==> config.mk <==
export PLATFORM = sky130hd
export DESIGN_NAME = smx_static_mem_ctrl
export DESIGN_NICKNAME = d
export VERILOG_FILES = /design/src/core/smx_pkg.sv /design/src/core/smx_sync.sv /design/src/core/smx_static_mem_ctrl.sv
export SDC_FILE = /design/constraint.sdc
export NUM_CORES = 1
export LEC_CHECK = 0
export BUFFER_PORTS_ARGS = -buffer_cell sky130_fd_sc_hd__buf_4
export CAP_MARGIN = 10
export CORE_MARGIN = 8
export CORE_UTILIZATION = 53
export DETAILED_ROUTE_END_ITERATION = 10
export HOLD_SLACK_MARGIN = 0.03
export PLACE_DENSITY = 0.81
export SYNTH_ARGS = -nofsm -noshare
export SYNTH_HDL_FRONTEND = slang
export SYNTH_HIERARCHICAL = 1
export SYNTH_SLANG_ARGS = --single-unit
==> constraint.sdc <==
create_clock -name clk -period 4.9 [get_ports clk]
set_input_delay 0.98 -clock clk [delete_from_list [all_inputs] [get_ports clk]]
set_output_delay 0.98 -clock clk [all_outputs]
set_load 0.03 [all_outputs]
==> src/core/smx_pkg.sv <==
// Shared types and constants for the static memory access sequencer.
// Assumes a single 10 MHz clock and decoded per-chip-select timings from outside.
package smx_pkg;

    // ------------------------------------------------------------
    // Widths and counts
    // ------------------------------------------------------------
    localparam int LEN_W = 9;
    localparam int ADDR_W = 26;
    localparam int CS_NUM = 6;
    localparam int DLY_REGS = 8;
    localparam int DLY_FIELD_W = 4;
    localparam int DATA_PADS = 32;
    localparam int SYNC_STAGES = 2;

    // ------------------------------------------------------------
    // Mode encodings and reset values
    // ------------------------------------------------------------
    localparam logic [1:0] WAIT_OFF = 2'h0;
    localparam logic [1:0] WAIT_FROZEN = 2'h2;
    localparam logic [1:0] WAIT_READY = 2'h3;
    localparam logic [1:0] WIDTH_16 = 2'h1;
    localparam logic [1:0] WIDTH_32 = 2'h2;
    localparam logic BAT_BYTE_SEL = 1'h0;
    localparam logic [3:0] PAGE_BASE_BYTES = 4'h4;
    localparam logic [31:0] DLY_RESET = 32'h0000_0000;
    localparam logic [DLY_FIELD_W-1:0] DLY_NONE = 4'h0;
    localparam logic [DLY_FIELD_W-1:0] DLY_MAX = 4'hF;

    // ------------------------------------------------------------
    // Carriers
    // ------------------------------------------------------------
    typedef struct packed {
        logic [LEN_W-1:0] cs_setup;
        logic [LEN_W-1:0] cs_pulse;
        logic [LEN_W-1:0] st_setup;
        logic [LEN_W-1:0] st_pulse;
        logic [LEN_W-1:0] cycle;
    } smx_tim_t;

    typedef struct packed {
        logic [1:0] wait_mode;
        logic page_en;
        logic [1:0] page_size;
        logic byte_access_type;
        logic [1:0] width;
    } smx_mode_t;

    typedef struct packed {
        logic write;
        logic [2:0] cs;
        logic [ADDR_W-1:0] addr;
        logic [3:0] be;
    } smx_req_t;

    typedef enum logic [1:0] {ST_IDLE, ST_RELOAD, ST_RUN, ST_WAITRDY} smx_state_t;

    // Fixed waveforms used while the slow clock indication is high.
    localparam smx_tim_t SLOW_RD_TIM = '{9'h000, 9'h002, 9'h001, 9'h001, 9'h002};
    localparam smx_tim_t SLOW_WR_TIM = '{9'h000, 9'h003, 9'h001, 9'h001, 9'h003};

endpackage

==> src/core/smx_sync.sv <==
// Two-stage level synchroniser for an external input.
// Assumes one clock; the first stage feeds only the second.
`timescale 1ns/10ps
module smx_sync
    import smx_pkg::*;
(
    input wire logic clk, // System clock.
    input wire logic nrst, // Synchronous reset, active low.
    input wire logic din, // Asynchronous level in.
    output logic dout // Synchronised level out.
);
    logic meta_r;

    // Both stages reset high, the idle level of an active-low input.
    always_ff @(posedge clk) begin
        if (!nrst) begin
            meta_r <= 1'b1;
            dout <= 1'b1;
        end else begin
            meta_r <= din;
            dout <= meta_r;
        end
    end
endmodule // smx_sync

==> src/core/smx_static_mem_ctrl.sv <==
// Access sequencer of the static memory controller: ready-mode wait, slow-clock
// waveforms, page-mode burst reads with page-break detection, and pad delay codes.
// Assumes decoded timings and mode of the addressed chip select arrive on ports.
`timescale 1ns/10ps
module smx_static_mem_ctrl
    import smx_pkg::*;
(
    input wire logic clk, // System clock, 10 MHz.
    input wire logic nrst, // Synchronous reset, active low.
    input wire logic req_valid, // Access request.
    input wire smx_req_t req, // Request fields.
    input wire smx_tim_t cfg_rd, // Read timings of the addressed select.
    input wire smx_tim_t cfg_wr, // Write timings of the addressed select.
    input wire smx_mode_t cfg_mode, // Mode of the addressed select.
    input wire logic slow_clk_ind, // Slow clock indication, active high.
    input wire logic other_access, // Pulse: another access used the bus.
    input wire logic ext_wait_n, // External wait, active low.
    input wire logic dly_we, // Pad delay register write strobe.
    input wire logic [2:0] dly_idx, // Pad delay register index 0..7.
    input wire logic [31:0] dly_wdata, // Pad delay write data.
    output logic busy, // Access in progress.
    output logic done, // Pulse: access finished.
    output logic page_hit, // Last accepted access was an in-page read.
    output logic [CS_NUM-1:0] chip_sel_n, // Chip selects, active low.
    output logic read_strobe_n, // Read strobe, active low.
    output logic write_strobe_n, // Write strobe, active low.
    output logic [3:0] byte_sel_n, // Byte selects, active low.
    output logic [ADDR_W-1:0] mem_addr, // Memory address.
    output logic [DATA_PADS*DLY_FIELD_W-1:0] pad_dly_data, // Data pad delay codes.
    output logic [ADDR_W*DLY_FIELD_W-1:0] pad_dly_addr // Address pad delay codes.
);

    // ------------------------------------------------------------
    // Declarations
    // ------------------------------------------------------------
    smx_state_t state_r;
    smx_req_t req_r;
    smx_tim_t tim_r;
    smx_tim_t tim_nxt;
    logic [LEN_W-1:0] cnt_r;
    logic ready_r;
    logic page_r;
    logic bat_r;
    logic slow_prev_r;
    logic page_valid_r;
    logic [2:0] page_cs_r;
    logic [ADDR_W-1:0] page_addr_r;
    logic [31:0] dly_r [DLY_REGS];
    logic wait_sync;
    logic take;
    logic page_rd;
    logic hit;
    logic [ADDR_W-1:0] page_mask;
    logic [ADDR_W-1:0] addr_nxt;
    logic [LEN_W:0] pls_end;
    logic [LEN_W:0] cs_end;
    logic sample_pt;
    logic last_cyc;
    logic active;
    logic cs_act;
    logic st_act;

    // ------------------------------------------------------------
    // Wait input synchroniser
    // ------------------------------------------------------------
    smx_sync u_wait_sync (
        .clk(clk),
        .nrst(nrst),
        .din(ext_wait_n),
        .dout(wait_sync)
    );

    // ------------------------------------------------------------
    // Request decode and timing selection
    // ------------------------------------------------------------
    // Page address keeps the bits above the page size; the mask clears the offset.
    assign page_mask = ~(ADDR_W'({PAGE_BASE_BYTES, 4'h0} >> 4 << cfg_mode.page_size) - 26'h000_0001);
    assign take = req_valid && !busy && state_r == ST_IDLE;
    assign page_rd = cfg_mode.page_en && !req.write && !slow_clk_ind;
    assign hit = page_valid_r && page_cs_r == req.cs
        && (page_addr_r & page_mask) == (req.addr & page_mask);

    // Pick slow, page or programmed timings at request acceptance.
    always_comb begin
        addr_nxt = req.addr;
        if (slow_clk_ind) begin
            tim_nxt = req.write ? SLOW_WR_TIM : SLOW_RD_TIM;
        end else if (page_rd) begin
            // Strobe and select share one window; setups are zero and cycle equals the pulse.
            tim_nxt.cs_setup = '0;
            tim_nxt.st_setup = '0;
            tim_nxt.cs_pulse = hit ? cfg_rd.st_pulse : cfg_rd.cs_pulse;
            tim_nxt.st_pulse = tim_nxt.cs_pulse;
            tim_nxt.cycle = tim_nxt.cs_pulse;
            if (cfg_mode.width == WIDTH_16) begin
                addr_nxt[0] = 1'b0;
            end else if (cfg_mode.width == WIDTH_32) begin
                addr_nxt[1:0] = 2'h0;
            end
        end else begin
            tim_nxt = req.write ? cfg_wr : cfg_rd;
        end
    end

    // ------------------------------------------------------------
    // Sequencer position decode
    // ------------------------------------------------------------
    assign pls_end = {1'b0, tim_r.st_setup} + {1'b0, tim_r.st_pulse};
    assign cs_end = {1'b0, tim_r.cs_setup} + {1'b0, tim_r.cs_pulse};
    assign sample_pt = ready_r && {1'b0, cnt_r} + 10'h001 == pls_end;
    assign last_cyc = {1'b0, cnt_r} + 10'h001 >= {1'b0, tim_r.cycle};
    assign active = state_r == ST_RUN || state_r == ST_WAITRDY;
    assign cs_act = active && cnt_r >= tim_r.cs_setup && {1'b0, cnt_r} < cs_end;
    assign st_act = active && cnt_r >= tim_r.st_setup && {1'b0, cnt_r} < pls_end;

    // ------------------------------------------------------------
    // Access state machine
    // ------------------------------------------------------------
    // Runs setup, pulse and hold by one counter; ready mode may park it.
    always_ff @(posedge clk) begin
        if (!nrst) begin
            state_r <= ST_IDLE;
            cnt_r <= '0;
        end else begin
            case (state_r)
                ST_IDLE: begin
                    cnt_r <= '0;
                    if (take) begin
                        state_r <= (slow_clk_ind != slow_prev_r) ? ST_RELOAD : ST_RUN;
                    end
                end
                ST_RELOAD: begin
                    state_r <= ST_RUN;
                end
                ST_RUN: begin
                    if (sample_pt && !wait_sync) begin
                        state_r <= ST_WAITRDY;
                    end else if (last_cyc) begin
                        state_r <= ST_IDLE;
                    end else begin
                        cnt_r <= cnt_r + 9'h001;
                    end
                end
                ST_WAITRDY: begin
                    if (wait_sync) begin
                        // Released: resume into the hold step.
                        state_r <= last_cyc ? ST_IDLE : ST_RUN;
                        cnt_r <= last_cyc ? cnt_r : cnt_r + 9'h001;
                    end
                end
                default: begin
                    state_r <= ST_IDLE;
                end
            endcase
        end
    end

    // Latch request, timing set and mode flags for the whole transfer.
    always_ff @(posedge clk) begin
        if (!nrst) begin
            req_r <= '0;
            tim_r <= '0;
            ready_r <= 1'b0;
            page_r <= 1'b0;
            bat_r <= BAT_BYTE_SEL;
            slow_prev_r <= 1'b0;
            page_hit <= 1'b0;
        end else if (take) begin
            req_r <= req;
            req_r.addr <= addr_nxt;
            tim_r <= tim_nxt;
            // Wait mode 00 and frozen mode leave the sequencer untouched here.
            ready_r <= cfg_mode.wait_mode == WAIT_READY && !slow_clk_ind && !page_rd;
            page_r <= page_rd;
            bat_r <= cfg_mode.byte_access_type;
            slow_prev_r <= slow_clk_ind;
            page_hit <= page_rd && hit;
        end
    end

    // Track the open page; a non-page access, or a foreign access in a cycle with no take, breaks it.
    always_ff @(posedge clk) begin
        if (!nrst) begin
            page_valid_r <= 1'b0;
            page_cs_r <= '0;
            page_addr_r <= '0;
        end else if (take) begin
            page_valid_r <= page_rd;
            page_cs_r <= req.cs;
            page_addr_r <= req.addr;
        end else if (other_access) begin
            page_valid_r <= 1'b0;
        end
    end

    // ------------------------------------------------------------
    // Registered memory-side outputs
    // ------------------------------------------------------------
    // Outputs follow the counter by one clock so every pin leaves a flip-flop.
    always_ff @(posedge clk) begin
        if (!nrst) begin
            chip_sel_n <= '1;
            read_strobe_n <= 1'b1;
            write_strobe_n <= 1'b1;
            byte_sel_n <= 4'hF;
            mem_addr <= '0;
            busy <= 1'b0;
            done <= 1'b0;
        end else begin
            chip_sel_n <= '1;
            if (cs_act) begin
                chip_sel_n[req_r.cs] <= 1'b0;
            end
            read_strobe_n <= !(st_act && !req_r.write);
            write_strobe_n <= !(st_act && req_r.write);
            // Byte-select type follows select; byte-write type gates writes only.
            if (bat_r == BAT_BYTE_SEL) begin
                byte_sel_n <= cs_act ? ~req_r.be : 4'hF;
            end else begin
                byte_sel_n <= (st_act && req_r.write) ? ~req_r.be : 4'hF;
            end
            if (active) begin
                mem_addr <= req_r.addr;
            end
            busy <= take || (busy && !done_set());
            done <= done_set();
        end
    end

    // Transfer ends on its last cycle, counted in run or on release.
    function automatic logic done_set();
        done_set = last_cyc && ((state_r == ST_RUN && !(sample_pt && !wait_sync))
            || (state_r == ST_WAITRDY && wait_sync));
    endfunction

    // ------------------------------------------------------------
    // Pad delay registers
    // ------------------------------------------------------------
    // Eight words of 4-bit codes; zero after reset adds no delay.
    always_ff @(posedge clk) begin
        if (!nrst) begin
            for (int i = 0; i < DLY_REGS; i++) begin
                dly_r[i] <= DLY_RESET;
            end
        end else if (dly_we) begin
            dly_r[dly_idx] <= dly_wdata;
        end
    end

    // Words 0..3 feed data pads 0..31, words 4..7 address pads 0..25.
    assign pad_dly_data = {dly_r[3], dly_r[2], dly_r[1], dly_r[0]};
    assign pad_dly_addr = {dly_r[7][7:0], dly_r[6], dly_r[5], dly_r[4]};

    // ------------------------------------------------------------
    // Checks
    // ------------------------------------------------------------
    chk_ready_sample: assert property (@(posedge clk) disable iff (!nrst)
        state_r == ST_RUN && sample_pt && !wait_sync |=> state_r == ST_WAITRDY)
        else $error("ready wait not taken at pulse end");

    chk_ready_park: assert property (@(posedge clk) disable iff (!nrst)
        state_r == ST_WAITRDY && !wait_sync |=> state_r == ST_WAITRDY && $stable(cnt_r)
            && $stable(read_strobe_n) && $stable(write_strobe_n))
        else $error("suspended access moved");

    chk_ready_ignore: assert property (@(posedge clk) disable iff (!nrst)
        state_r == ST_RUN && !sample_pt |=> state_r != ST_WAITRDY)
        else $error("wait honoured outside sample point");

    chk_slow_read: assert property (@(posedge clk) disable iff (!nrst)
        take && slow_clk_ind && !req.write |=> tim_r == SLOW_RD_TIM && !ready_r)
        else $error("slow read timing wrong");

    chk_slow_write: assert property (@(posedge clk) disable iff (!nrst)
        take && slow_clk_ind && req.write |=> tim_r == SLOW_WR_TIM && !ready_r)
        else $error("slow write timing wrong");

    chk_reload_state: assert property (@(posedge clk) disable iff (!nrst)
        take && slow_clk_ind != slow_prev_r |=> state_r == ST_RELOAD ##1 state_r == ST_RUN)
        else $error("reload wait state missing");

    chk_page_short: assert property (@(posedge clk) disable iff (!nrst)
        take && page_rd && hit |=> tim_r.cycle == $past(cfg_rd.st_pulse) && page_hit)
        else $error("in-page access not short");

    chk_page_first: assert property (@(posedge clk) disable iff (!nrst)
        take && page_rd && !hit |=> tim_r.cycle == $past(cfg_rd.cs_pulse) && !page_hit)
        else $error("page break not long");

    chk_page_break: assert property (@(posedge clk) disable iff (!nrst)
        other_access && !take |=> !page_valid_r)
        else $error("foreign access kept page open");

    chk_page_strobe: assert property (@(posedge clk) disable iff (!nrst)
        active && page_r && !req_r.write |=> read_strobe_n == chip_sel_n[$past(req_r.cs)])
        else $error("page strobe and select differ");

    chk_dly_store: assert property (@(posedge clk) disable iff (!nrst)
        dly_we |=> dly_r[$past(dly_idx)] == $past(dly_wdata))
        else $error("delay register not written");

    chk_wait_unused: assert property (@(posedge clk) disable iff (!nrst)
        state_r == ST_RUN && !ready_r |=> state_r != ST_WAITRDY)
        else $error("wait honoured outside ready mode");

    chk_page_window: assert property (@(posedge clk) disable iff (!nrst)
        take && page_rd |=> tim_r.cs_setup == 9'h000 && tim_r.st_setup == 9'h000
            && tim_r.cycle == tim_r.cs_pulse && tim_r.st_pulse == tim_r.cs_pulse)
        else $error("page read timing not one window");

    chk_slow_no_page: assert property (@(posedge clk) disable iff (!nrst)
        take && slow_clk_ind |=> !page_r && !page_hit)
        else $error("slow access used page timing");

    chk_wait_sync: assert property (@(posedge clk) disable iff (!nrst)
        $past(nrst, 2) && $past(nrst) |-> wait_sync == $past(ext_wait_n, 2))
        else $error("wait synchroniser delay wrong");

endmodule // smx_static_mem_ctrl

# After elaboration in Yosys (flattened, before gate mapping)
# Memories as Yosys holds them, arrays and structs flattened.
# Cells that the tools add are included.
[classes]
add_sub_neg = 5
order_cmp = 7
n_eq_ne = 14
shifts = 1
mux = 35
bitwise_logic = 5
n_reduce_logical = 42
[op_table]
columns = ["op", "n"]
rows = [
  ["45-bit two-way mux", 3],
  ["26-bit bitwise AND", 2],
  ["9-bit two-way mux", 4],
  ["32-bit two-way mux", 1],
  ["32-bit OR reduction", 1],
  ["28-bit two-way mux", 1],
  ["9-bit one-hot mux with 3 select lines", 1],
  ["26-bit == test", 1],
  ["26-bit NOT", 1],
  ["3-bit by 2-bit left shift with 26-bit output (first input constant)", 1],
  ["26-bit by 1-bit subtractor with 26-bit output (second input constant)", 1],
  ["1-bit logical AND", 22],
  ["9-bit by 9-bit adder with 10-bit output", 2],
  ["9-bit by 10-bit less-than comparator with 1-bit output", 2],
  ["9-bit >= comparator", 2],
  ["2-bit two-way mux", 9],
  ["4-bit two-way mux", 3],
  ["9-bit by 1-bit adder with 10-bit output (second input constant)", 1],
  ["10-bit == test", 1],
  ["10-bit by 9-bit >= comparator with 1-bit output", 1],
  ["1-bit zero test", 10],
  ["1-bit two-way mux", 10],
  ["9-bit by 1-bit adder with 9-bit output (second input constant)", 1],
  ["2-bit == test (second input constant)", 4],
  ["other kinds (19)", 24],
]
[word_totals]
regBits = 163
mem_bits_rw = 256
in_bits = 174
out_inout_bits = 273
mem_count = 1
[mem_list]
columns = ["name", "depth", "width", "rd", "rd_ports_with_merged_regs", "write_ports", "line", "rtl"]
rows = [
  ["dly_r", 8, 32, 8, 0, 8, "smx_static_mem_ctrl.sv:48", "logic [31:0] dly_r [DLY_REGS];"],
]

# Logic depth before layout (Yosys ltp)
[depth]
word_depth = 11
depth_mapped = 17
ltp_nobuf = 17

# By module
# Netlist, hierarchy kept.
[by_module_without_submodules]
columns = ["mod", "n_inst", "cells_per_inst", "area_per_inst_um2", "seq_area_each_um2"]
rows = [
  ["smx_static_mem_ctrl", 1, 1423, 16375.7, 9669.3],
  ["smx_sync", 1, 4, 52.6, 40.0],
]

# Worst setup path before layout
# Ideal clock, no wire load.
[synth_timing]
path_kind = "in2reg"
from = "input port nrst"
to = "memory dly_r[3][0], enable pin"
t_arrival_ns = 3.787
required_ns = 4.434
setup_slack_ns = 0.648
cell_stages = 3
path_cell_list = "clkbuf_1 -> nand3_1 -> o21ai_0"
[synth_lines]
columns = ["element", "line", "rtl"]
rows = [
  ["start, declared", "smx_static_mem_ctrl.sv:9", "input wire logic nrst,"],
  ["end, declared", "smx_static_mem_ctrl.sv:48", ""],
]

# Worst setup path in the final report
[layout_timing]
from = "register cnt_r[2]"
to = "register cnt_r[5]"
[layout_between]
elab_chain_len = 6
word_cells_on_any_way = 12
cone_classes = "add/sub: 2; order compare: 1; eq/ne: 2; mux: 4; reduce/logical: 3"
[layout_lines]
columns = ["element", "line", "rtl"]
rows = [
  ["start, declared", "smx_static_mem_ctrl.sv:40", "logic [LEN_W-1:0] cnt_r;"],
  ["start signal, assigned", "smx_static_mem_ctrl.sv:141", "cnt_r <= cnt_r + 9'h001;"],
  ["start signal, assigned", "smx_static_mem_ctrl.sv:148", "cnt_r <= last_cyc ? cnt_r : cnt_r + 9'h001;"],
  ["branches (longest 6 deep; another with 9-bit by 1-bit adder with 10-bit output)", "-", ""],
]
# Parallel ways; which one is timed is not known. The select of a mux whose other input is x is not followed.
# A chain may end at the register's enable or synchronous reset.

==> summary.md <==
| Metric | Value |
|---|---|
| Status | finished clean |
| CTS max path bufs | 3 |
| ANT nets after route | 0 |
| Initial detailed-routing violation count | around 900 |
| Final net count | around 2.1k |
| Die ar. | about 37,000 µm² |
| First-pass GRT wire length | approximately 78,000 µm |
| Post-DP HPWL | a little under 40,000 µm |
| Seq cells post-synth | about 370 |
| Total Wirelength | approximately 52,000 µm |
| FFs w/ async S/R, synth | 0% |
| GPL Wtd Cong | 0.882 |
| Cells on worst reg2reg path | 11 |
| Mapped Cells | around 1.4k |
| Core box area | around 30,000 µm² |
| Crit Path Max Fanout | 15 |
| DIE HEIGHT | about 190 µm |
| Tmin final | approximately 3.8 ns |
| Resize count post-CTS | 0 |
| WHS Path Cells | 1 |
| Die X | between 150 and 200 µm |
| Mean Syn Cell Area | between 10 and 15 µm² |
| Max VDD drop | approximately 0.22 mV |
| Largest net degree at the start of global routing | approximately 120 |
| Max-slew headroom | ~16% |
| Endpoints failing hold | 0 |
| Yosys warns | 6 |
| Pre-antenna DRT Iters | 5 |
| Post-Syn Area | ~16,000 µm² |
| Distinct cell type count after synthesis | about 60 |
| Hold buffers post-CTS | 0 |
| Clock sink total | 369 |
| Fraction of the yosys area taken by sequential cells | 59.1% |
| Vias | 12.8k |
| Antenna Cells | 0 |
| Initial Util | 53.7% |
| DRC Markers | 0 |
| Most common cell in the netlist | and2_1 |
| Met3 Track Usage GR | approximately 8.7% |
| Setup Crit Path Kind | flop to flop |
| Fillcell total | 2,198 |
| CP arrival | about 4.3 ns |
| Fmax | 264 MHz |
| Flop pwr share | a little under half |
| H-tree depth | 2 |
| Number of max-cap violations | 0 |
| Final Cell Area | approximately 21,000 µm² |
| PortBufs | around 450 |
| Combinational share of power | roughly 18% |
| Setup TNS | 0 ns |
| Top cell type by total area after synthesis | edfxtp_1 |
| Rows | 64 |
| Share of layout cells above drive strength 1 | between 20% and 30% |
| Number of global-route vias before repair | between 10k and 15k |
| P_sw | between 0.002 and 0.0025 W |
| CTS tree | done |
| Setup Buffers After CTS | 0 |
| Clk network pwr share | between 30% and 40% |
| GRT Overall Usage | roughly 28% |
| Worst Skew | between 0.015 and 0.02 ns |
| Boundary Pins | ~450 |
| Slew Limit Fails | 0 |
| Area grow syn2layout | 30.3% |
| Met2 Use GR | 46.3% |
| Placed inst area | a little over 20,000 µm² |
| Inserted Clock Buffers | 39 |
| Worst setup SP type | flop |
| HP Class | flop to flop |
| Worst-Margin Slew | 1.25 ns |
| DR WL/cell | ~23 µm |
| Post-synth top cells | and2_1 (234), edfxtp_1 (232), dfxtp_1 (137) |
| Initial antenna violation count | 0 |
| Unrepaired setup endpoints after global routing | no |
| Worst-path clk slew | 0.06 ns |
| Mapped Nets | approximately 1.7k |
| Synth top area share | between 40% and 50% |
| Synth top area cells | edfxtp_1 (42%), dfxtp_1 (17%), and2_1 (8.9%) |
| Via density | 5.61 |
| Internal | ~0.0055 W |
| CP required | between 5 and 6 ns |
| Met1 usage | between 30% and 40% |
| Clock Latency Late Sink | 0.55 ns |
| Fin crit share | 77.4% |
| Total gr overflow | 0 |
| # setup viols final | 0 |
| Post-synth EDFFs | 232 |
| Main synth FF type | edfxtp_1 |
| Leak pwr | roughly 8.9 nW |
| Pwr dens | 360 nW/µm² |
| Sw Ratio | around 29% |
| Clock root buffer | clkbuf_16 |
| Grt peak-use layer | met2 |
| Critical Path End Type | flop |
==> placed cells by master, fill, tap and decap left out, types with 6 or more instances in the layout <==
cell type and count:
buf_4 461, and2_1 234, edfxtp_1 232, dfxtp_1 136, a21oi_1 120, nand2_1 114, nor2_1 90, ha_1 63
mux2i_1 54, inv_1 42, o21ai_0 40, clkbuf_16 39, xnor2_1 35, mux2_2 24, xor2_1 17, a21o_1 16
nand2b_1 16, nand3_1 14, nand3b_1 10, clkinv_1 10, nand4_1 8, clkbuf_1 6
==> critical path, stage by stage (launching register included) <==
cell,delay (ns)
dfxtp_1,0.56
and3_1,0.27
nand3_1,0.19
xnor2_1,0.28
ha_1,0.30
a21o_1,0.16
a211oi_1,0.23
o21ai_0,0.20
a2111oi_0,0.74
a211oi_4,0.26
or4_1,0.45
o21ai_1,0.08
==> sequential cells by signal, indices dropped and copies added, names as in the netlist, 2 cells and up <==
signal / cells
dly_r: 232
tim_r: 45
req_r: 31
mem_addr: 26
cnt_r: 9
chip_sel_n: 6
byte_sel_n: 4
page_cs_r: 3
state_r: 2
==> cell families (layout without fill, tap and decap cells) <==
group,after synthesis,after routing,synth area share (%)
mux,78,78,4.94
buf+inv,110,571,2.56
flops,369,369,59.1
fa+ha+maj,65,65,5.04
xor+xnor,56,56,3.34
compound gates,223,223,8.04
simple gates,526,526,17.0
==> final timing paths <==
| kind | start | end | slack (ns) |
|---|---|---|---|
| max | cnt_r[2]$_SDFFE_PN0P_ | cnt_r[5]$_SDFFE_PN0P_ | 1.11 |
| min | req_r[3]$_SDFFE_PN0P_ | byte_sel_n[3]$_SDFF_PN1_ | 0.40 |
| max reg2reg | cnt_r[2]$_SDFFE_PN0P_ | cnt_r[5]$_SDFFE_PN0P_ | 1.11 |
| min reg2reg | req_r[3]$_SDFFE_PN0P_ | byte_sel_n[3]$_SDFF_PN1_ | 0.40 |
==> through the flow <==
| step | utilization (%) | hold slack (ns) | total power (W) | cells | setup slack [ns] |
|---|---|---|---|---|---|
| finish | 70.0 | 0.404 | 0.00772 | 2284 | 1.11 |
| CTS | 69.9 | 0.404 | 0.00775 | 2282 | 1.12 |
| global placement | 66.1 | 0.387 | 0.00502 | 2217 | 1.30 |
| floorplan | - | 0.380 | 0.00447 | 1427 | 0.648 |
| detailed placement | 66.1 | 0.391 | 0.00505 | 2217 | 1.15 |
| global route | 70.0 | 0.432 | 0.00799 | 2284 | 0.854 |
==> final cells by class <==
cell class	count	area (µm²)	share of cell area [%]
flip-flops and latches	369	9710	45.4
multi-input cells	948	6390	29.8
repair buffers	463	3480	16.3
clock buffers	45	998	4.67
well taps	396	495	2.32
clock inverters	20	166	0.778
inverters	43	163	0.760
==> metal layers <==
layer,up-vias,wire (µm)
li1,5837,-
met1,6139,19100
met2,703,25000
met3,145,5680
met4,0,2590
met5,-,0
==> power by group through the flow <==
stage          sequential (W)  clock [W]  combinational (W)
5_1_grt               0.00364    0.00289            0.00146
6_report              0.00362    0.00272            0.00137
4_1_cts               0.00362    0.00275            0.00137
3_3_place_gp          0.00368          0            0.00134
3_5_place_dp          0.00369          0            0.00137
2_1_floorplan         0.00394          0           0.000531
Note: power is estimated with default switching activity, not from simulation.
